$ cat src/include/rdp_pkg.sv
package rdp_pkg;
   localparam int RDP_ADDR_W = 8;
   localparam logic [7:0] RDP_OFF_CTRL = 8'h00;
   localparam logic [7:0] RDP_OFF_CLOCK = 8'h04;
   localparam logic [7:0] RDP_OFF_WORD_A = 8'h08;
   localparam logic [7:0] RDP_OFF_WORD_B = 8'h0C;
   localparam logic [7:0] RDP_OFF_DEV = 8'h10;
   localparam logic [7:0] RDP_OFF_STATUS = 8'h14;
   localparam int RDP_CTRL_FMT_LSB = 0;
   localparam int RDP_CTRL_SPLIT_BIT = 2;
   localparam int RDP_CTRL_TX_BIT = 3;
   localparam int RDP_CTRL_WSEL_BIT = 4;
   localparam int RDP_CTRL_BAND_BIT = 5;
   localparam int RDP_CTRL_GATE_CS_BIT = 6;
   localparam int RDP_CTRL_GATE_LOCK_BIT = 7;
   localparam int RDP_CLK_REF_LSB = 0;
   localparam int RDP_CLK_PRE1_LSB = 4;
   localparam int RDP_CLK_PRE2_LSB = 8;
   localparam int RDP_DEV_MANT_LSB = 0;
   localparam int RDP_DEV_EXP_LSB = 4;
   localparam int RDP_DEV_SHAPE_BIT = 7;
   localparam int RDP_WORD_SPUR_SPREAD_ENABLE_BIT = 0;
   localparam logic [7:0] RDP_CTRL_RST = 8'h00;
   localparam logic [9:0] RDP_CLOCK_RST = 10'h001;
   localparam logic [23:0] RDP_WORD_RST = 24'h000000;
   localparam logic [7:0] RDP_DEV_RST = 8'h00;
   localparam logic [2:0] RDP_REF_MIN = 3'h1;
   // Symbol period that matches the clock register reset value
   localparam logic [15:0] RDP_PERIOD_RST = 16'h0028;
   // Base divide of 8 expressed in half-cycle units of the first prescaler
   localparam int RDP_SYM_BASE_HALF = 4;
   localparam logic [1:0] RDP_RESP_OKAY = 2'h0;
   localparam logic [1:0] RDP_RESP_SLVERR = 2'h2;

   typedef enum logic [1:0] {
      RDP_FMT_SYNC_PLAIN = 2'h0,
      RDP_FMT_SYNC_MANCH = 2'h1,
      RDP_FMT_ASYNC_LO = 2'h2,
      RDP_FMT_ASYNC_HI = 2'h3
   } rdp_fmt_t;

   typedef enum logic [1:0] {
      RDP_BUS_IDLE = 2'h1,
      RDP_BUS_RESP = 2'h2
   } rdp_bus_t;

   // First prescaler factor times two
   function automatic logic [7:0] rdp_pre1_half(input logic [2:0] sel);
      case (sel)
         3'h0: rdp_pre1_half = 8'h05;
         3'h1: rdp_pre1_half = 8'h06;
         3'h2: rdp_pre1_half = 8'h08;
         3'h3: rdp_pre1_half = 8'h0F;
         3'h4: rdp_pre1_half = 8'h19;
         3'h5: rdp_pre1_half = 8'h50;
         3'h6: rdp_pre1_half = 8'h60;
         default: rdp_pre1_half = 8'h80;
      endcase
   endfunction

   function automatic logic [3:0] rdp_pre2(input logic [1:0] sel);
      rdp_pre2 = 4'h1 << sel;
   endfunction
endpackage

$ cat src/logic/rdp_top.sv
// Chosen here: the placing of the registers and the AXI4-Lite slave port.
`timescale 1ns/1ps
module rdp_top
   import rdp_pkg::*;
(
   input wire logic aclk, // System clock, stands in for the crystal
   input wire logic aresetn, // Synchronous reset, active low
   input wire logic [rdp_pkg::RDP_ADDR_W-1:0] s_axi_awaddr, // Write address
   input wire logic s_axi_awvalid, // Write address valid
   output logic s_axi_awready, // Write address ready
   input wire logic [31:0] s_axi_wdata, // Write data
   input wire logic [3:0] s_axi_wstrb, // Write byte strobes
   input wire logic s_axi_wvalid, // Write data valid
   output logic s_axi_wready, // Write data ready
   output logic [1:0] s_axi_bresp, // Write response
   output logic s_axi_bvalid, // Write response valid
   input wire logic s_axi_bready, // Write response ready
   input wire logic [rdp_pkg::RDP_ADDR_W-1:0] s_axi_araddr, // Read address
   input wire logic s_axi_arvalid, // Read address valid
   output logic s_axi_arready, // Read address ready
   output logic [31:0] s_axi_rdata, // Read data
   output logic [1:0] s_axi_rresp, // Read response
   output logic s_axi_rvalid, // Read data valid
   input wire logic s_axi_rready, // Read data ready
   output logic bit_clock_pin, // Data clock pin
   input wire logic bidir_bit_pin_i, // Data pin level seen
   output logic bidir_bit_pin_o, // Data pin drive value
   output logic bidir_bit_pin_oe, // Data pin drive enable
   output logic lock_pin, // Lock status pin, low when locked; carries receive data when sync_mode and split are both set
   input wire logic pll_lock, // Synthesizer lock, high when locked
   input wire logic carrier_sense, // Carrier sense, high on carrier
   input wire logic demod_raw, // Raw demodulator decision
   output logic mod_data, // Symbol to the modulator
   output logic mod_ook, // On-off keying selected
   output logic mod_shaping, // Gaussian shaping enabled
   output logic [22:0] synth_word, // Active channel word without spur_spread_enable bit
   output logic synth_spur_spread, // Spur_spread_enable of the active word
   output logic synth_high_band, // Band select to the synthesizer
   output logic [2:0] synth_ref_div, // Reference divider value
   output logic [3:0] dev_mantissa, // Deviation mantissa
   output logic [2:0] dev_exponent // Deviation exponent
);
   import rdp_pkg::*;

   logic [7:0] ctrl_r;
   logic [9:0] clock_r;
   logic [23:0] word_a_r;
   logic [23:0] word_b_r;
   logic [7:0] dev_r;
   rdp_bus_t wst_r;
   rdp_bus_t rst_r;
   logic aw_got_r;
   logic w_got_r;
   logic [7:0] awaddr_r;
   logic [31:0] wdata_r;
   logic [3:0] wstrb_r;
   logic [31:0] rd_nxt;
   logic rd_hit;
   logic wr_hit;

   rdp_fmt_t fmt;
   logic split;
   logic tx_mode;
   logic sync_mode;
   logic manch;
   assign fmt = rdp_fmt_t'(ctrl_r[RDP_CTRL_FMT_LSB +: 2]);
   assign split = ctrl_r[RDP_CTRL_SPLIT_BIT];
   assign tx_mode = ctrl_r[RDP_CTRL_TX_BIT];
   assign sync_mode = (fmt == RDP_FMT_SYNC_PLAIN) || (fmt == RDP_FMT_SYNC_MANCH);
   assign manch = (fmt == RDP_FMT_SYNC_MANCH);

   // Pin and analog inputs: two flip-flops, then a third stage on the demodulator input for edge finding
   logic [1:0] tx_sy_r;
   logic [1:0] lock_sy_r;
   logic [1:0] cs_sy_r;
   logic [1:0] dem_sy_r;
   logic dem_d_r;
   logic tx_s;
   logic lock_s;
   logic cs_s;
   logic dem_s;
   always_ff @(posedge aclk) begin
      if (!aresetn) begin
         tx_sy_r <= 2'h0;
         lock_sy_r <= 2'h0;
         cs_sy_r <= 2'h0;
         dem_sy_r <= 2'h0;
         dem_d_r <= 1'b0;
      end else begin
         tx_sy_r <= {tx_sy_r[0], bidir_bit_pin_i};
         lock_sy_r <= {lock_sy_r[0], pll_lock};
         cs_sy_r <= {cs_sy_r[0], carrier_sense};
         dem_sy_r <= {dem_sy_r[0], demod_raw};
         dem_d_r <= dem_sy_r[1];
      end
   end
   assign tx_s = tx_sy_r[1];
   assign lock_s = lock_sy_r[1];
   assign cs_s = cs_sy_r[1];
   assign dem_s = dem_sy_r[1];

   // AXI4-Lite write side: address and data taken in either order
   function automatic logic [31:0] merge(input logic [31:0] old, input logic [31:0] nw, input logic [3:0] st);
      for (int i = 0; i < 4; i++) begin
         if (st[i]) begin
            old[8*i +: 8] = nw[8*i +: 8];
         end
      end
      merge = old;
   endfunction

   logic [31:0] m_ctrl;
   logic [31:0] m_clock;
   logic [31:0] m_dev;
   assign m_ctrl = merge({24'h000000, ctrl_r}, wdata_r, wstrb_r);
   assign m_clock = merge({22'h000000, clock_r}, wdata_r, wstrb_r);
   assign m_dev = merge({24'h000000, dev_r}, wdata_r, wstrb_r);
   logic [31:0] m_word_a;
   logic [31:0] m_word_b;
   assign m_word_a = merge({8'h00, word_a_r}, wdata_r, wstrb_r);
   assign m_word_b = merge({8'h00, word_b_r}, wdata_r, wstrb_r);
   assign wr_hit = (awaddr_r == RDP_OFF_CTRL) || (awaddr_r == RDP_OFF_CLOCK) || (awaddr_r == RDP_OFF_WORD_A)
      || (awaddr_r == RDP_OFF_WORD_B) || (awaddr_r == RDP_OFF_DEV);

   always_ff @(posedge aclk) begin
      if (!aresetn) begin
         wst_r <= RDP_BUS_IDLE;
         aw_got_r <= 1'b0;
         w_got_r <= 1'b0;
         awaddr_r <= 8'h00;
         wdata_r <= 32'h00000000;
         wstrb_r <= 4'h0;
         s_axi_awready <= 1'b0;
         s_axi_wready <= 1'b0;
         s_axi_bvalid <= 1'b0;
         s_axi_bresp <= RDP_RESP_OKAY;
      end else begin
         case (wst_r)
            RDP_BUS_IDLE: begin
               s_axi_awready <= !aw_got_r && !(s_axi_awvalid && s_axi_awready);
               s_axi_wready <= !w_got_r && !(s_axi_wvalid && s_axi_wready);
               if (s_axi_awvalid && s_axi_awready) begin
                  aw_got_r <= 1'b1;
                  awaddr_r <= {s_axi_awaddr[7:2], 2'h0};
               end
               if (s_axi_wvalid && s_axi_wready) begin
                  w_got_r <= 1'b1;
                  wdata_r <= s_axi_wdata;
                  wstrb_r <= s_axi_wstrb;
               end
               if (aw_got_r && w_got_r) begin
                  s_axi_bvalid <= 1'b1;
                  s_axi_bresp <= wr_hit ? RDP_RESP_OKAY : RDP_RESP_SLVERR;
                  wst_r <= RDP_BUS_RESP;
               end
            end
            RDP_BUS_RESP: begin
               if (s_axi_bready) begin
                  s_axi_bvalid <= 1'b0;
                  aw_got_r <= 1'b0;
                  w_got_r <= 1'b0;
                  wst_r <= RDP_BUS_IDLE;
               end
            end
            default: wst_r <= RDP_BUS_IDLE;
         endcase
      end
   end

   logic wr_do;
   assign wr_do = (wst_r == RDP_BUS_IDLE) && aw_got_r && w_got_r;

   always_ff @(posedge aclk) begin
      if (!aresetn) begin
         ctrl_r <= RDP_CTRL_RST;
         clock_r <= RDP_CLOCK_RST;
         word_a_r <= RDP_WORD_RST;
         word_b_r <= RDP_WORD_RST;
         dev_r <= RDP_DEV_RST;
      end else if (wr_do) begin
         case (awaddr_r)
            RDP_OFF_CTRL: ctrl_r <= m_ctrl[7:0];
            RDP_OFF_CLOCK: begin
               clock_r <= m_clock[9:0];
               // A divider value of zero is outside the legal range and is raised to one
               if (m_clock[RDP_CLK_REF_LSB +: 3] == 3'h0) begin
                  clock_r[RDP_CLK_REF_LSB +: 3] <= RDP_REF_MIN;
               end
            end
            RDP_OFF_WORD_A: word_a_r <= m_word_a[23:0];
            RDP_OFF_WORD_B: word_b_r <= m_word_b[23:0];
            RDP_OFF_DEV: dev_r <= m_dev[7:0];
            default: ;
         endcase
      end
   end

   // Symbol timing
   logic [15:0] period_r;
   logic [15:0] sym_cnt_r;
   logic [15:0] half_w;
   logic sym_tick;
   logic mid;
   logic edge_seen;
   logic adv;
   logic ret;
   logic half_sel_r;
   logic first_r;
   logic slip;
   logic [2:0] ref_div;
   assign ref_div = clock_r[RDP_CLK_REF_LSB +: 3];

   always_ff @(posedge aclk) begin
      if (!aresetn) begin
         period_r <= RDP_PERIOD_RST;
      end else begin
         period_r <= 16'(RDP_SYM_BASE_HALF * (int'(ref_div) + 1)
            * int'(rdp_pre1_half(clock_r[RDP_CLK_PRE1_LSB +: 3]))
            * int'(rdp_pre2(clock_r[RDP_CLK_PRE2_LSB +: 2])));
      end
   end

   assign half_w = period_r >> 1;
   assign sym_tick = sym_cnt_r >= period_r - 16'h0001;
   assign mid = sym_cnt_r == half_w;
   assign edge_seen = dem_s ^ dem_d_r;
   // Received edges nudge the phase by one cycle so the bit clock never glitches
   assign adv = edge_seen && !tx_mode && sync_mode && (sym_cnt_r > half_w) && !sym_tick;
   assign ret = edge_seen && !tx_mode && sync_mode && (sym_cnt_r != 16'h0000) && (sym_cnt_r < half_w);
   assign slip = manch && !tx_mode && mid && half_sel_r && (first_r == dem_s);

   always_ff @(posedge aclk) begin
      if (!aresetn) begin
         sym_cnt_r <= 16'h0000;
      end else if (sym_tick) begin
         sym_cnt_r <= 16'h0000;
      end else if (adv) begin
         sym_cnt_r <= sym_cnt_r + 16'h0002;
      end else if (!ret) begin
         sym_cnt_r <= sym_cnt_r + 16'h0001;
      end
   end

   // Manchester half marker: a user bit spans two symbols
   always_ff @(posedge aclk) begin
      if (!aresetn) begin
         half_sel_r <= 1'b0;
      end else if (!manch) begin
         half_sel_r <= 1'b0;
      end else if (sym_tick ^ slip) begin
         half_sel_r <= !half_sel_r;
      end
   end

   // Transmit path
   logic tx_bit_r;
   always_ff @(posedge aclk) begin
      if (!aresetn) begin
         tx_bit_r <= 1'b0;
         mod_data <= 1'b0;
      end else if (!tx_mode) begin
         mod_data <= 1'b0;
      end else if (!sync_mode) begin
         mod_data <= tx_s;
      end else if (sym_tick) begin
         if (!manch) begin
            mod_data <= tx_s;
         end else if (half_sel_r) begin
            tx_bit_r <= tx_s;
            mod_data <= tx_s;
         end else begin
            mod_data <= !tx_bit_r;
         end
      end
   end

   // Receive path
   logic rx_bit_r;
   always_ff @(posedge aclk) begin
      if (!aresetn) begin
         rx_bit_r <= 1'b0;
         first_r <= 1'b0;
      end else if (mid && !tx_mode) begin
         if (!manch) begin
            rx_bit_r <= dem_s;
         end else if (!half_sel_r) begin
            first_r <= dem_s;
         end else begin
            rx_bit_r <= first_r;
         end
      end
   end

   // Pins
   logic clk_phase;
   logic clk_run;
   assign clk_phase = manch ? !half_sel_r : (sym_cnt_r < half_w);
   assign clk_run = !(ctrl_r[RDP_CTRL_GATE_CS_BIT] && !cs_s) && !(ctrl_r[RDP_CTRL_GATE_LOCK_BIT] && !lock_s);

   always_ff @(posedge aclk) begin
      if (!aresetn) begin
         bit_clock_pin <= 1'b0;
         bidir_bit_pin_o <= 1'b0;
         bidir_bit_pin_oe <= 1'b0;
         lock_pin <= 1'b1;
      end else begin
         if (sync_mode) begin
            bit_clock_pin <= clk_run && clk_phase;
         end else if (split && !tx_mode) begin
            bit_clock_pin <= dem_s;
         end else begin
            bit_clock_pin <= fmt[0];
         end
         bidir_bit_pin_oe <= !tx_mode && !split;
         bidir_bit_pin_o <= sync_mode ? rx_bit_r : dem_s;
         lock_pin <= (sync_mode && split) ? rx_bit_r : !lock_s;
      end
   end

   // Synthesizer and modulator settings
   always_ff @(posedge aclk) begin
      if (!aresetn) begin
         synth_word <= 23'h000000;
         synth_spur_spread <= 1'b0;
         synth_high_band <= 1'b0;
         synth_ref_div <= RDP_REF_MIN;
         dev_mantissa <= 4'h0;
         dev_exponent <= 3'h0;
         mod_ook <= 1'b1;
         mod_shaping <= 1'b0;
      end else begin
         if (ctrl_r[RDP_CTRL_WSEL_BIT]) begin
            synth_word <= word_b_r[23:1];
            synth_spur_spread <= word_b_r[RDP_WORD_SPUR_SPREAD_ENABLE_BIT];
         end else begin
            synth_word <= word_a_r[23:1];
            synth_spur_spread <= word_a_r[RDP_WORD_SPUR_SPREAD_ENABLE_BIT];
         end
         synth_high_band <= ctrl_r[RDP_CTRL_BAND_BIT];
         synth_ref_div <= ref_div;
         dev_mantissa <= dev_r[RDP_DEV_MANT_LSB +: 4];
         dev_exponent <= dev_r[RDP_DEV_EXP_LSB +: 3];
         mod_ook <= dev_r[RDP_DEV_MANT_LSB +: 4] == 4'h0;
         mod_shaping <= dev_r[RDP_DEV_SHAPE_BIT];
      end
   end

   // AXI4-Lite read side
   always_comb begin
      rd_nxt = 32'h00000000;
      rd_hit = 1'b1;
      case ({s_axi_araddr[7:2], 2'h0})
         RDP_OFF_CTRL: rd_nxt = {24'h000000, ctrl_r};
         RDP_OFF_CLOCK: rd_nxt = {22'h000000, clock_r};
         RDP_OFF_WORD_A: rd_nxt = {8'h00, word_a_r};
         RDP_OFF_WORD_B: rd_nxt = {8'h00, word_b_r};
         RDP_OFF_DEV: rd_nxt = {24'h000000, dev_r};
         RDP_OFF_STATUS: rd_nxt = {24'h000000, 1'b0, half_sel_r, cs_s, lock_s, rx_bit_r, mod_data,
            bit_clock_pin, mod_ook};
         default: rd_hit = 1'b0;
      endcase
   end

   always_ff @(posedge aclk) begin
      if (!aresetn) begin
         rst_r <= RDP_BUS_IDLE;
         s_axi_arready <= 1'b0;
         s_axi_rvalid <= 1'b0;
         s_axi_rdata <= 32'h00000000;
         s_axi_rresp <= RDP_RESP_OKAY;
      end else begin
         case (rst_r)
            RDP_BUS_IDLE: begin
               s_axi_arready <= !(s_axi_arvalid && s_axi_arready);
               if (s_axi_arvalid && s_axi_arready) begin
                  s_axi_rvalid <= 1'b1;
                  s_axi_rdata <= rd_nxt;
                  s_axi_rresp <= rd_hit ? RDP_RESP_OKAY : RDP_RESP_SLVERR;
                  rst_r <= RDP_BUS_RESP;
               end
            end
            RDP_BUS_RESP: begin
               if (s_axi_rready) begin
                  s_axi_rvalid <= 1'b0;
                  s_axi_arready <= 1'b1;
                  rst_r <= RDP_BUS_IDLE;
               end
            end
            default: rst_r <= RDP_BUS_IDLE;
         endcase
      end
   end

   // Checks
   AST_OOK: assert property (@(posedge aclk) disable iff (!aresetn)
      (dev_r[3:0] == 4'h0) |=> mod_ook) else $error("ook not selected for zero mantissa");
   AST_WORD_SEL: assert property (@(posedge aclk) disable iff (!aresetn)
      ctrl_r[RDP_CTRL_WSEL_BIT] |=> synth_word == $past(word_b_r[23:1])) else $error("word b not used");
   AST_SPUR_SPREAD_ENABLE: assert property (@(posedge aclk) disable iff (!aresetn)
      !ctrl_r[RDP_CTRL_WSEL_BIT] |=> synth_spur_spread == $past(word_a_r[0])) else $error("spur_spread_enable bit wrong");
   AST_ASYNC_STATIC: assert property (@(posedge aclk) disable iff (!aresetn)
      (!sync_mode && !split) |=> bit_clock_pin == $past(ctrl_r[0])) else $error("idle clock level wrong");
   AST_SPLIT_LOCK: assert property (@(posedge aclk) disable iff (!aresetn)
      (sync_mode && split) |=> lock_pin == $past(rx_bit_r)) else $error("lock pin not carrying rx data");
   AST_PASS_TX: assert property (@(posedge aclk) disable iff (!aresetn)
      (!sync_mode && tx_mode) |=> mod_data == $past(tx_s)) else $error("transparent tx not passed");
   AST_BIDIR_DIR: assert property (@(posedge aclk) disable iff (!aresetn)
      (aresetn && !split && !tx_mode) |=> bidir_bit_pin_oe) else $error("data pin not driven in receive");
   AST_BIDIR_TX: assert property (@(posedge aclk) disable iff (!aresetn)
      (aresetn && (tx_mode || split)) |=> !bidir_bit_pin_oe) else $error("data pin driven while released");
   AST_MANCH_MID: assert property (@(posedge aclk) disable iff (!aresetn)
      (manch && tx_mode && sym_tick && !half_sel_r && $stable(ctrl_r)) |=> mod_data == !$past(tx_bit_r))
      else $error("manchester second half not inverted");
   AST_REF_RANGE: assert property (@(posedge aclk) disable iff (!aresetn)
      synth_ref_div != 3'h0) else $error("reference divider zero");
   AST_PERIOD: assert property (@(posedge aclk) disable iff (!aresetn)
      ($stable(clock_r) && clock_r == 10'h001) |=> period_r == 16'h0028) else $error("symbol period wrong");
endmodule // rdp_top

$ cat config.mk
export PLATFORM = sky130hd
export DESIGN_NAME = rdp_top
export DESIGN_NICKNAME = d
export VERILOG_FILES = /design/src/include/rdp_pkg.sv /design/src/logic/rdp_top.sv
export SDC_FILE = /design/constraint.sdc
export NUM_CORES = 1
export LEC_CHECK = 0
export ABC_AREA = 1
export BUFFER_PORTS_ARGS = -buffer_cell sky130_fd_sc_hd__buf_2
export CAP_MARGIN = 0
export CORE_MARGIN = 1
export CORE_UTILIZATION = 45
export DETAILED_ROUTE_END_ITERATION = 12
export PLACE_DENSITY = 0.67
export RECOVER_POWER = 25
export SYNTH_ARGS = -nofsm -noshare
export SYNTH_HDL_FRONTEND = slang
export SYNTH_SLANG_ARGS = --single-unit
$ cat constraint.sdc
create_clock -name aclk -period 5.3 [get_ports aclk]
set_input_delay 0 -clock aclk [delete_from_list [all_inputs] [get_ports aclk]]
set_output_delay 0 -clock aclk [all_outputs]
set_load 0.05 [all_outputs]
# Word-level counts from Yosys, hierarchy flattened
# Cells that the tools add are included.
[word_totals]
register_bits = 241
in_bits = 63
wordCells = 220
[op_classes]
add_sub_neg = 4
mul = 2
magnitude_cmp = 3
n_eq_ne = 31
shift = 1
muxes = 41
bitwise = 4
n_reduce_logical = 83
[op_table]
columns = ["cell", "count"]
rows = [
  ["one-hot mux 24 bit (6 select lines)", 1],
  ["one-hot mux 8 bit (7 select lines)", 1],
  ["AND reduction 3 bit", 15],
  ["two-way mux 16 bit", 2],
  ["logical AND 1 bit", 26],
  ["== test 6 x 2 -> 1 bit, second input constant", 4],
  ["two-way mux 23 bit", 1],
  ["AND reduction 2 bit", 11],
  ["two-way mux 1 bit", 20],
  ["== test 6 x 3 -> 1 bit, second input constant", 3],
  ["adder 16 x 1 -> 16 bit, second input constant", 1],
  ["adder 16 x 2 -> 16 bit, second input constant", 1],
  ["== test 16 x 15 -> 1 bit", 1],
  [">= comparator 16 bit", 1],
  ["> comparator 16 x 15 -> 1 bit", 1],
  ["< comparator 16 x 15 -> 1 bit", 1],
  ["nonzero test 16 bit", 1],
  ["subtractor 16 x 1 -> 16 bit, second input constant", 1],
  ["logical NOT 1 bit", 14],
  ["multiplier 12 x 4 -> 14 bit", 1],
  ["!= test 2 bit, second input constant", 7],
  ["== test 6 x 1 -> 1 bit, second input constant", 2],
  ["multiplier 4 x 8 -> 12 bit", 1],
  ["two-way mux 2 bit", 6],
  ["25 further kinds", 46],
]

# Logic depth before layout (Yosys ltp)
# Gate-level depths: netlist (run 1).
[logic_depth]
depth_word = 7
ltp_mapped = 32
mapped_depth_nobuf = 32

# Least setup slack after synthesis (run 1)
# No wires, ideal clock.
[synth_path]
path_type = "flip-flop to flip-flop"
startpoint = "reg clock_r[0]"
endpoint = "reg period_r[14]"
setup_time_ns = 0.070
arrival_ns = 5.421
required_ns = 5.230
slack_ns = -0.191
path_stages_with_launch = 29
n_path_buf = 0
period_less_slack_ns = 5.491
cell_sequence = "dfxtp_1 ha_1 xnor2_1 nor2_1 fa_1 inv_1 fa_1 inv_1 ha_1 nand2_1 inv_1 nand2_1 nand2_1 a21oi_1 nor2_1 nor2_1 xor2_1 nor2_1 fa_1 inv_1 fa_1 inv_1 ha_1 nand2_1 nor3_1 nand3_1 o2111ai_1 o21ai_0 a21oi_1"
[synth_via]
elab_chain_len = 3
[synth_rtl]
columns = ["item", "line_no", "source"]
rows = [
  ["start: declaration", "rdp_top.sv:46", "logic [9:0] clock_r;"],
  ["start signal: assignment", "rdp_top.sv:184", "clock_r <= m_clock[9:0];"],
  ["adder 3 x 1 -> 4 bit", "rdp_top.sv:217", "period_r <= 16'(RDP_SYM_BASE_HALF * (int'(ref_div) + 1)"],
  ["multiplier 4 x 8 -> 12 bit", "rdp_top.sv:218", "* int'(rdp_pre1_half(clock_r[RDP_CLK_PRE1_LSB +: 3]))"],
  ["multiplier 12 x 4 -> 14 bit", "rdp_top.sv:219", "* int'(rdp_pre2(clock_r[RDP_CLK_PRE2_LSB +: 2])));"],
  ["end signal: assignment", "rdp_top.sv:217", ""],
  ["end: declaration", "rdp_top.sv:199", "logic [15:0] period_r;"],
]
# No other way between the ends.
# A chain may end at the register's enable or synchronous reset.

# Final worst setup path (run 1)
# Ends and elaborated chain as after synthesis.

==> flow_summary.yaml, run 1 <==
run_status:
  status: "finished with violations"
  violations: "setup timing"
global_route:
  grt_pass1_vias: 10800
  grt.busiest_layer: "met2"
  use_met3_pct: 3.14
  met1_usage_pct: 30.0
  grt_usage_pct: 23.5
  grt_max_degree: 91
  grt_pass1_wl_um: 53900
  antenna_found_initial: 1
  grtUsageMet2_pct: 40.8
  grt_overflow: 0
floorplan:
  std_cell_rows: 60
  die_h_um: 167
  die-area_mm2: 0.0280
  die_w_um: 167
  start_util_pct: 45.8
  pin_count: 146
  coreArea_mm2: 0.0269
sta:
  setup_slack_ps: -137
  skew_ps: 24.4
  post-route-min-period_ps: 5440
  relSlewSlack_pct: 42.1
  finalSetupTns_ps: -231
  clock.fmax_mhz: 184
  final_max_slew_viol_count: 0
  tightest_slew_ps: 868
  finalSetupViolations: 3
  timing.final.crit_share_pct: 103
  rsz0062_at_grt: "yes"
  final-hold-violation-count: 0
final_layout:
  layout.nets: 2024
  drive_gt1_share_pct: 18.2
  layoutNonFillerInstCount: 2226
  areaGrowthSynthToFinish_pct: 24.1
synthesis:
  syn-cell-area_mm2: 0.0123
  synth_edf_count: 0
  synthCells: 1659
  yosysUniqueCellTypes: 51
  ys_ff_latch: 229
  synth_ff_type: "dfxtp_1"
  synth_top_area_share_pct: 37.3
  synth.avg_cell_area_um2: 7.41
  seq_area_frac_synth_pct: 37.3
  async_flop_share_pct: 0
  yosys.area.top_type: "dfxtp_1"
  ys_warn_count: 0
  synth_area_leaders: "dfxtp_1 (37%), nand2_1 (7.8%), inv_1 (7.4%)"
  ys_top_cells_by_count: "nand2_1 (254), inv_1 (242), dfxtp_1 (229)"
  synth.most_common_cell: "nand2_1"
routing:
  ant_nets: 0
  drt-wirelength-per-cell_um: 15.3
  wl_um: 34100
  vias: 11600
  route.detailed.drc: 0
  via_per_inst: 5.19
  drt-pass1-iter-count: 5
  drtIter0Drc: 620
power_and_ir_drop:
  power_density_mw_per_mm2: 259
  p_leak_nw: 6.78
  ir_drop_mv: 0.294
clock_network:
  worstSkewPairLatency_ps: 550
  cts_max_path_buffers: 3
  clock-sinks: 229
  ctsRootBufferMaster: "clkbuf_16"
  numCtsBuffers: 25
  cts_tree: "done"
  htreeDepth: 1
  clkTransAtPathRegs_ps: 70
worst_setup_path:
  cp_top_family: "adder cells"
  critPathArrivalTime_ps: 5890
  endpoint_kind: "flip-flop"
  crit_path_start_kind: "flip-flop"
  cp.required_ps: 5760
  path_class: "flip-flop to flip-flop"
  cpPeakStageDelay_ps: 600
  cp_slowest_cell: "fa_1"
  critPathMaxFanout: 6
  crit_buf_inv: 6
placement:
  dp.cells: 2119
  port_buffers: 122
  dpl.hpwl_um: 23400
  gp_congestion: 0.917
  preCtsSetupSlack_ps: -296
flow_run:
  maxCapViolations: 0
worst_hold_path:
  hp-class: "input pin to flip-flop"
-- placed cells by master, fill, tap and decap left out, types with 5 or more instances in the layout --
cell           count
inv_1            231
o21ai_0          150
buf_2            121
clkbuf_16         25
o22ai_1           25
a211oi_1          12
nor2_4             6
dlygate4sd3_1     49
clkbuf_8           8
ha_1              51
nor2_1           180
nand4_1           25
a31oi_1            9
clkinv_1           5
dfxtp_1          224
or2_2              5
a21oi_1          167
conb_1            10
xor2_1            29
inv_2             14
nor2_2            16
nand3_1           62
a21oi_2           12
nand2_1          242
o21ai_1            7
nand2_2           13
fa_1              31
nor3_1             9
buf_4             64
ha_4              13
-- power breakdown --
| group | switching (mW) | total, mW | leakage, nW | internal, mW |
|---|---|---|---|---|
| Combinational | 0.207 | 0.297 | 4.48 | 0.0910 |
| Clock | 0.745 | 1.88 | 0.440 | 1.13 |
| Sequential | 0.0263 | 1.78 | 1.86 | 1.76 |
-- cell type report --
cell class,count,area [um2]
multi-input cells,1122,6800
clock buffers,35,743
clock inverters,11,158
inverters,252,951
well taps,341,427
fillers,2466,11600
flip-flops and latches,229,4600
diodes,1,2.50
repair buffers,235,1590
-- worst min-delay path: stages --
cell	delay (ps)
buf_2	70
nand3_1	70
buf_4	240
nand2_1	90
a21oi_1	50
-- what timing repair did --
action                                 4_1_cts  5_1_grt
endpoints found under the hold margin       49        0
setup endpoints to repair                    6        7
gates cloned                                 0        0
setup buffers                                7        4
hold buffers                                49        0
pin swaps                                   22       33
gates resized for setup                     37       50
-- worst paths after layout --
check | slack [ps] | startpoint | to | cells past startpoint
setup / recovery | -140 | clock_r[0] | period_r[14] | 29
setup reg to reg | -140 | clock_r[0] | period_r[14] | 29
hold reg to reg | 430 | dem_sy_r[0] | dem_sy_r[1] | 2
hold / removal | 30 | s_axi_arvalid | s_axi_rdata[11] | 5
-- flip-flops by register name, indices dropped and copies added, names as in the netlist, 6 cells and up --
| signal | count |
|---|---|
| word_a_r | 24 |
| synth_word | 23 |
| sym_cnt_r | 16 |
| word_b_r | 24 |
| period_r | 14 |
| clock_r | 10 |
| awaddr_r | 6 |
| dev_r | 8 |
| ctrl_r | 8 |
| s_axi_rdata | 24 |
| wdata_r | 24 |
-- routing by layer --
layer | part of all wire (%) | vias to the layer above
met3 | 4.8 | 71
met2 | 48 | 311
li1 | - | 5804
met5 | 0 | -
met4 | 3.2 | 0
met1 | 44 | 5373
-- kinds of logic after synthesis --
kind of cell | share of synthesized area, %
other cells | 0.0305
compound gates | 17.5
xor+xnor | 2.49
flops | 37.3
fa+ha+maj | 11.7
buf+inv | 10.7
simple gates | 20.3
-- metrics by stage --
step                      hold slack, ps  util, %  power (mW)  area, um2
after CTS                           17.1     56.0        3.98      15000
after global placement               185     50.0        2.08      13400
after global routing                59.1     56.8        4.09      15300
after detailed placement             192     50.0        2.09      13400
final                               25.8     56.8        3.96      15300
after floorplan                     97.6        -        2.02      12400
Note: power is estimated with default switching activity, not from simulation.
==> run 2, diff against run 1 <==
CORE_ASPECT_RATIO = 1.5   (was unset)
HOLD_SLACK_MARGIN = 0.12   (was unset)
==> run 2 against run 1 <==
  * The run still ends with setup timing left
  * Count of clock-buffer cells in the layout fell by 5
  * Sequential cell count did not move
  * First-iteration DRC count rose by 5.8%
  * Sequential power barely moved
  * Critical path type unchanged
  * Critical endpoint is now period_r[13]
  * Largest cell class unchanged
==> flow_summary.yaml, run 2 (synthesis results as in run 1) <==
clock_network:
  ctsRootBufferMaster: "clkbuf_16"
  cts_tree: "done"
  numCtsBuffers: 24
  cts_max_path_buffers: 3
  worstSkewPairLatency_ps: 540
  clkTransAtPathRegs_ps: 70
  htreeDepth: 1
  clock-sinks: 229
run_status:
  status: "finished with violations"
  violations: "setup timing"
placement:
  dpl.hpwl_um: 24400
  port_buffers: 122
  dp.cells: 2125
  gp_congestion: 0.887
final_layout:
  n_antenna_cell: 0
  areaGrowthSynthToFinish_pct: 26.7
  fillers: 2451
  drive_gt1_share_pct: 18.7
  layout_commonest_cell: "nand2_1"
  final_cell_mix: "nand2_1 (241), inv_1 (229), dfxtp_1 (224)"
  layout.nets: 2066
  layoutNonFillerInstCount: 2261
floorplan:
  start_util_pct: 46.1
  die_h_um: 204
  die_w_um: 137
  coreArea_mm2: 0.0267
  std_cell_rows: 73
  die-area_mm2: 0.0280
  pin_count: 146
worst_setup_path:
  crit_path_start_kind: "flip-flop"
  reg2reg_slack_ps: -230
  critPathArrivalTime_ps: 5950
  cp.required_ps: 5720
  path_class: "flip-flop to flip-flop"
  critPathMaxFanout: 6
  endpoint_kind: "flip-flop"
sta:
  setup_slack_ps: -230
  relSlewSlack_pct: 38.9
  skew_ps: 24.2
  tightest_slew_ps: 917
  final-hold-violation-count: 0
  finalSetupViolations: 5
  whs_ps: 190
  clock.fmax_mhz: 181
  post-route-min-period_ps: 5530
  finalSetupTns_ps: -635
  timing.final.crit_share_pct: 104
  final_max_slew_viol_count: 0
  rsz0062_at_grt: "yes"
global_route:
  grt_pass1_vias: 11400
  antenna_found_initial: 0
  grt_usage_pct: 24.7
  grt_pass1_wl_um: 54900
  grt_overflow: 0
  grt_max_degree: 99
power_and_ir_drop:
  total_power_mw: 3.80
  ir_drop_mv: 0.297
  p_leak_nw: 6.95
  power_density_mw_per_mm2: 244
routing:
  drt-wirelength-per-cell_um: 15.6
  drtIter0Drc: 656
  via_per_inst: 5.20
  vias: 11800
  drt-pass1-iter-count: 7
  ant_nets: 0
  route.detailed.drc: 0
  wl_um: 35200
flow_run:
  maxCapViolations: 0
worst_hold_path:
  hp-class: "input pin to flip-flop"
==> run 2: cell count changes in the layout (fill, tap and decap cells not counted), sizes merged <==
cell,previous run,this run
dlygate4sd3,49,79
buf,186,199
clkbuf,35,30
inv,248,251
bufinv,3,1
clkinv,10,11
diode,1,0
==> run 2: worst paths after layout <==
check | start | to | cells after the start
min | pll_lock | lock_sy_r[0] | 4
min reg2reg | cs_sy_r[0] | cs_sy_r[1] | 2
max | clock_r[0] | period_r[13] | 24
max reg2reg | clock_r[0] | period_r[13] | 24
==> run 2: area by class of cell <==
class / count / area, um2 / area share, %
multi-input combinational: 1122 / 6820 / 43.8
sequential: 229 / 4600 / 29.5
timing repair buffer: 278 / 1990 / 12.8
inverter: 252 / 953 / 6.12
clock buffer: 30 / 653 / 4.19
tap: 337 / 422 / 2.71
clock inverter: 13 / 134 / 0.859
==> run 2: timing repair <==
item,4_1_cts,5_1_grt
hold endpoints to repair,92,0
hold buffers,79,0
endpoints found under the setup margin,6,7
pin swaps,21,46
resized for setup,37,58
buffers inserted,7,9
==> run 2: stage by stage <==
step / util (%) / instance area, um2 / worst slack (ps)
2_1_floorplan: - / 12400 / 40.7
3_3_place_gp: 50.7 / 13500 / -154
3_5_place_dp: 50.7 / 13500 / -347
4_1_cts: 57.4 / 15300 / -49.8
5_1_grt: 58.4 / 15600 / -535
6_report: 58.4 / 15600 / -230
==> run 2: critical path: stages, from the launching register on <==
cell and delay, ps:
dfxtp_4 370, ha_4 180, xnor2_4 270, nor2_2 90, fa_1 490, fa_1 610, ha_4 230, nand2_2 80
nand2_2 60, buf_4 130, a31oi_2 210, xor2_2 220, nor2_1 90, fa_1 490, inv_1 60, fa_1 520
inv_1 80, ha_4 270, a21oi_1 200, o21ai_2 110, inv_1 70, a21oi_1 60, or2_2 300, o21ai_1 170
a21oi_1 60
==> run 2: power breakdown <==
group / switching [mW] / internal, mW
clock: 0.754 / 0.942
combinational: 0.214 / 0.111
sequential: 0.0235 / 1.76
total: 0.991 / 2.81
==> run 2: layer usage <==
layer  share of wire, %  track usage [%]  vias to the layer above  wire length (um)
met5                  0                0                        -                 0
met4                5.2             13.0                        0              1820
met3                4.9             3.57                      102              1710
met2                 53             46.8                      334             18600
met1                 37             25.8                     5460             13100
li1                   -                -                     5871                 -
==> run 3, diff against run 2 <==
CORE_ASPECT_RATIO = 1.4   (was 1.5)
==> run 3 against run 2 <==
  * Clock power increased by 4%
  * First-iteration DRC count decreased by 16%
  * Non-clock buffer count increased by 4
  * Maximum frequency increased by 4.2%
  * Via count decreased by 0.27%
  * Power increased by 2.0%
  * Global-route usage increased by 0.22 points
  * Design area increased by 0.63%
  * Register-to-register slack improved by 220 ps
  * Die area about the same
  * The flow still finishes with violations (setup timing)
==> flow_summary.yaml, run 3 (synthesis results as in run 1) <==
run_status:
  status: "finished with violations"
  violations: "setup timing"
sta:
  clock.fmax_mhz: 188
  timing.final.crit_share_pct: 100
  whs_ps: 201
  setup_slack_ps: -6.29
  skew_ps: 16.3
  relSlewSlack_pct: 38.4
  finalSetupTns_ps: -6.29
  rsz0062_at_grt: "yes"
  final_max_slew_viol_count: 0
  tightest_slew_ps: 922
  finalSetupViolations: 1
  post-route-min-period_ps: 5310
  final-hold-violation-count: 0
final_layout:
  drive_gt1_share_pct: 15.3
  areaGrowthSynthToFinish_pct: 27.5
  n_antenna_cell: 0
  utilization_pct: 58.4
  layout_commonest_cell: "nand2_1"
  layout.nets: 2071
  final_cell_mix: "nand2_1 (244), dfxtp_1 (223), inv_1 (221)"
power_and_ir_drop:
  clkPwrFrac_pct: 45.6
  ir_drop_mv: 0.289
  seqPwrFrac_pct: 45.9
  p_leak_nw: 6.70
  total_power_mw: 3.88
  power.net_switching_mw: 1.00
  p_int_mw: 2.88
  p_sw_share_pct: 25.8
  power_density_mw_per_mm2: 247
  p_comb_share_pct: 8.4
placement:
  port_buffers: 122
  preCtsSetupSlack_ps: -297
  gp_congestion: 0.884
  dpl.hpwl_um: 24400
worst_setup_path:
  critPathMostFrequentCell: "inv_2"
  critPathArrivalTime_ps: 5760
  cp.required_ps: 5760
  r2r_cells: 29
  cp_slowest_cell: "fa_1"
  path_depth: 29
  crit_buf_inv: 6
  cpPeakStageDelay_ps: 520
  path_class: "flip-flop to flip-flop"
  cp_top_family: "adder cells"
  endpoint_kind: "flip-flop"
  crit_path_start_kind: "flip-flop"
  critPathMaxFanout: 6
global_route:
  antenna_found_initial: 1
  grt_pass1_wl_um: 55600
  grt_overflow: 0
  grt_usage_pct: 25.0
  grt_max_degree: 79
  grt_pass1_vias: 11500
floorplan:
  std_cell_rows: 71
  die-area_mm2: 0.0280
  coreArea_mm2: 0.0268
  start_util_pct: 45.8
  pin_count: 146
  die_h_um: 198
  die_w_um: 142
clock_network:
  ctsRootBufferMaster: "clkbuf_16"
  clkTransAtPathRegs_ps: 60
  clock-sinks: 229
  numCtsBuffers: 25
  worstSkewPairLatency_ps: 530
  htreeDepth: 1
  cts_max_path_buffers: 3
  cts_tree: "done"
worst_hold_path:
  hp-class: "input pin to flip-flop"
  min_path_cells: 4
routing:
  vias: 11700
  drtIter0Drc: 548
  drt-pass1-iter-count: 5
  wl_um: 35100
  drt-wirelength-per-cell_um: 15.3
  ant_nets: 0
  via_per_inst: 5.11
  route.detailed.drc: 0
flow_run:
  maxCapViolations: 0
==> run 3: cell count changes in the layout (fill, tap and decap cells not counted), moves of 5 or more <==
cell / change
clkbuf_1: +70
buf_2: -68
buf_4: -9
dlygate4sd3_1: +9
inv_1: -8
inv_2: +8
nand2_2: -7
buf_6: +5
==> run 3: power by group through the flow <==
stage / registers, mW / clock network (mW) / logic, mW
floorplan: 1.85 / 0 / 0.163
global placement: 1.82 / 0 / 0.268
detailed placement: 1.82 / 0 / 0.271
CTS: 1.78 / 1.79 / 0.326
global route: 1.79 / 1.86 / 0.358
finish: 1.78 / 1.77 / 0.327
==> run 3: per-stage QoR <==
step           instances  instance area (um2)
2_1_floorplan       1668                12400
3_3_place_gp        2154                13600
3_5_place_dp        2154                13600
4_1_cts             2293                15500
5_1_grt             2296                15700
6_report            2296                15700
==> run 3: area by class of cell <==
class	instances	area [um2]
tap	365	457
timing repair buffer	282	1970
clock inverter	14	150
inverter	252	953
sequential	229	4600
multi-input combinational	1122	6870
clock buffer	32	672
fill	2521	11200
==> run 3: worst paths after layout <==
| kind | start | end | slack [ps] |
|---|---|---|---|
| max | clock_r[1] | period_r[14] | -6 |
| min | bidir_bit_pin_i | tx_sy_r[0] | 200 |
| max reg2reg | clock_r[1] | period_r[14] | -6 |
| min reg2reg | lock_sy_r[0] | lock_sy_r[1] | 410 |
==> run 3: routing by layer <==
metal	vias to the layer above	GRT usage, %	wire, um
met5	-	0	10
met1	5468	26.3	13400
met2	293	48.4	18600
li1	5884	-	-
met4	2	11.4	1560
met3	88	3.44	1560
==> run 3: what timing repair did <==
action | 4_1_cts | 5_1_grt
pin swaps | 36 | 25
hold endpoints to repair | 77 | 0
setup endpoints to repair | 6 | 6
hold buffers | 88 | 0
resized for setup | 59 | 61
setup buffers | 5 | 5
==> run 3: worst min-delay path: cells and delay by family <==
family	cells	cell delay, ps
AND/OR/NAND/NOR	1	40
buffers and inverters	3	660
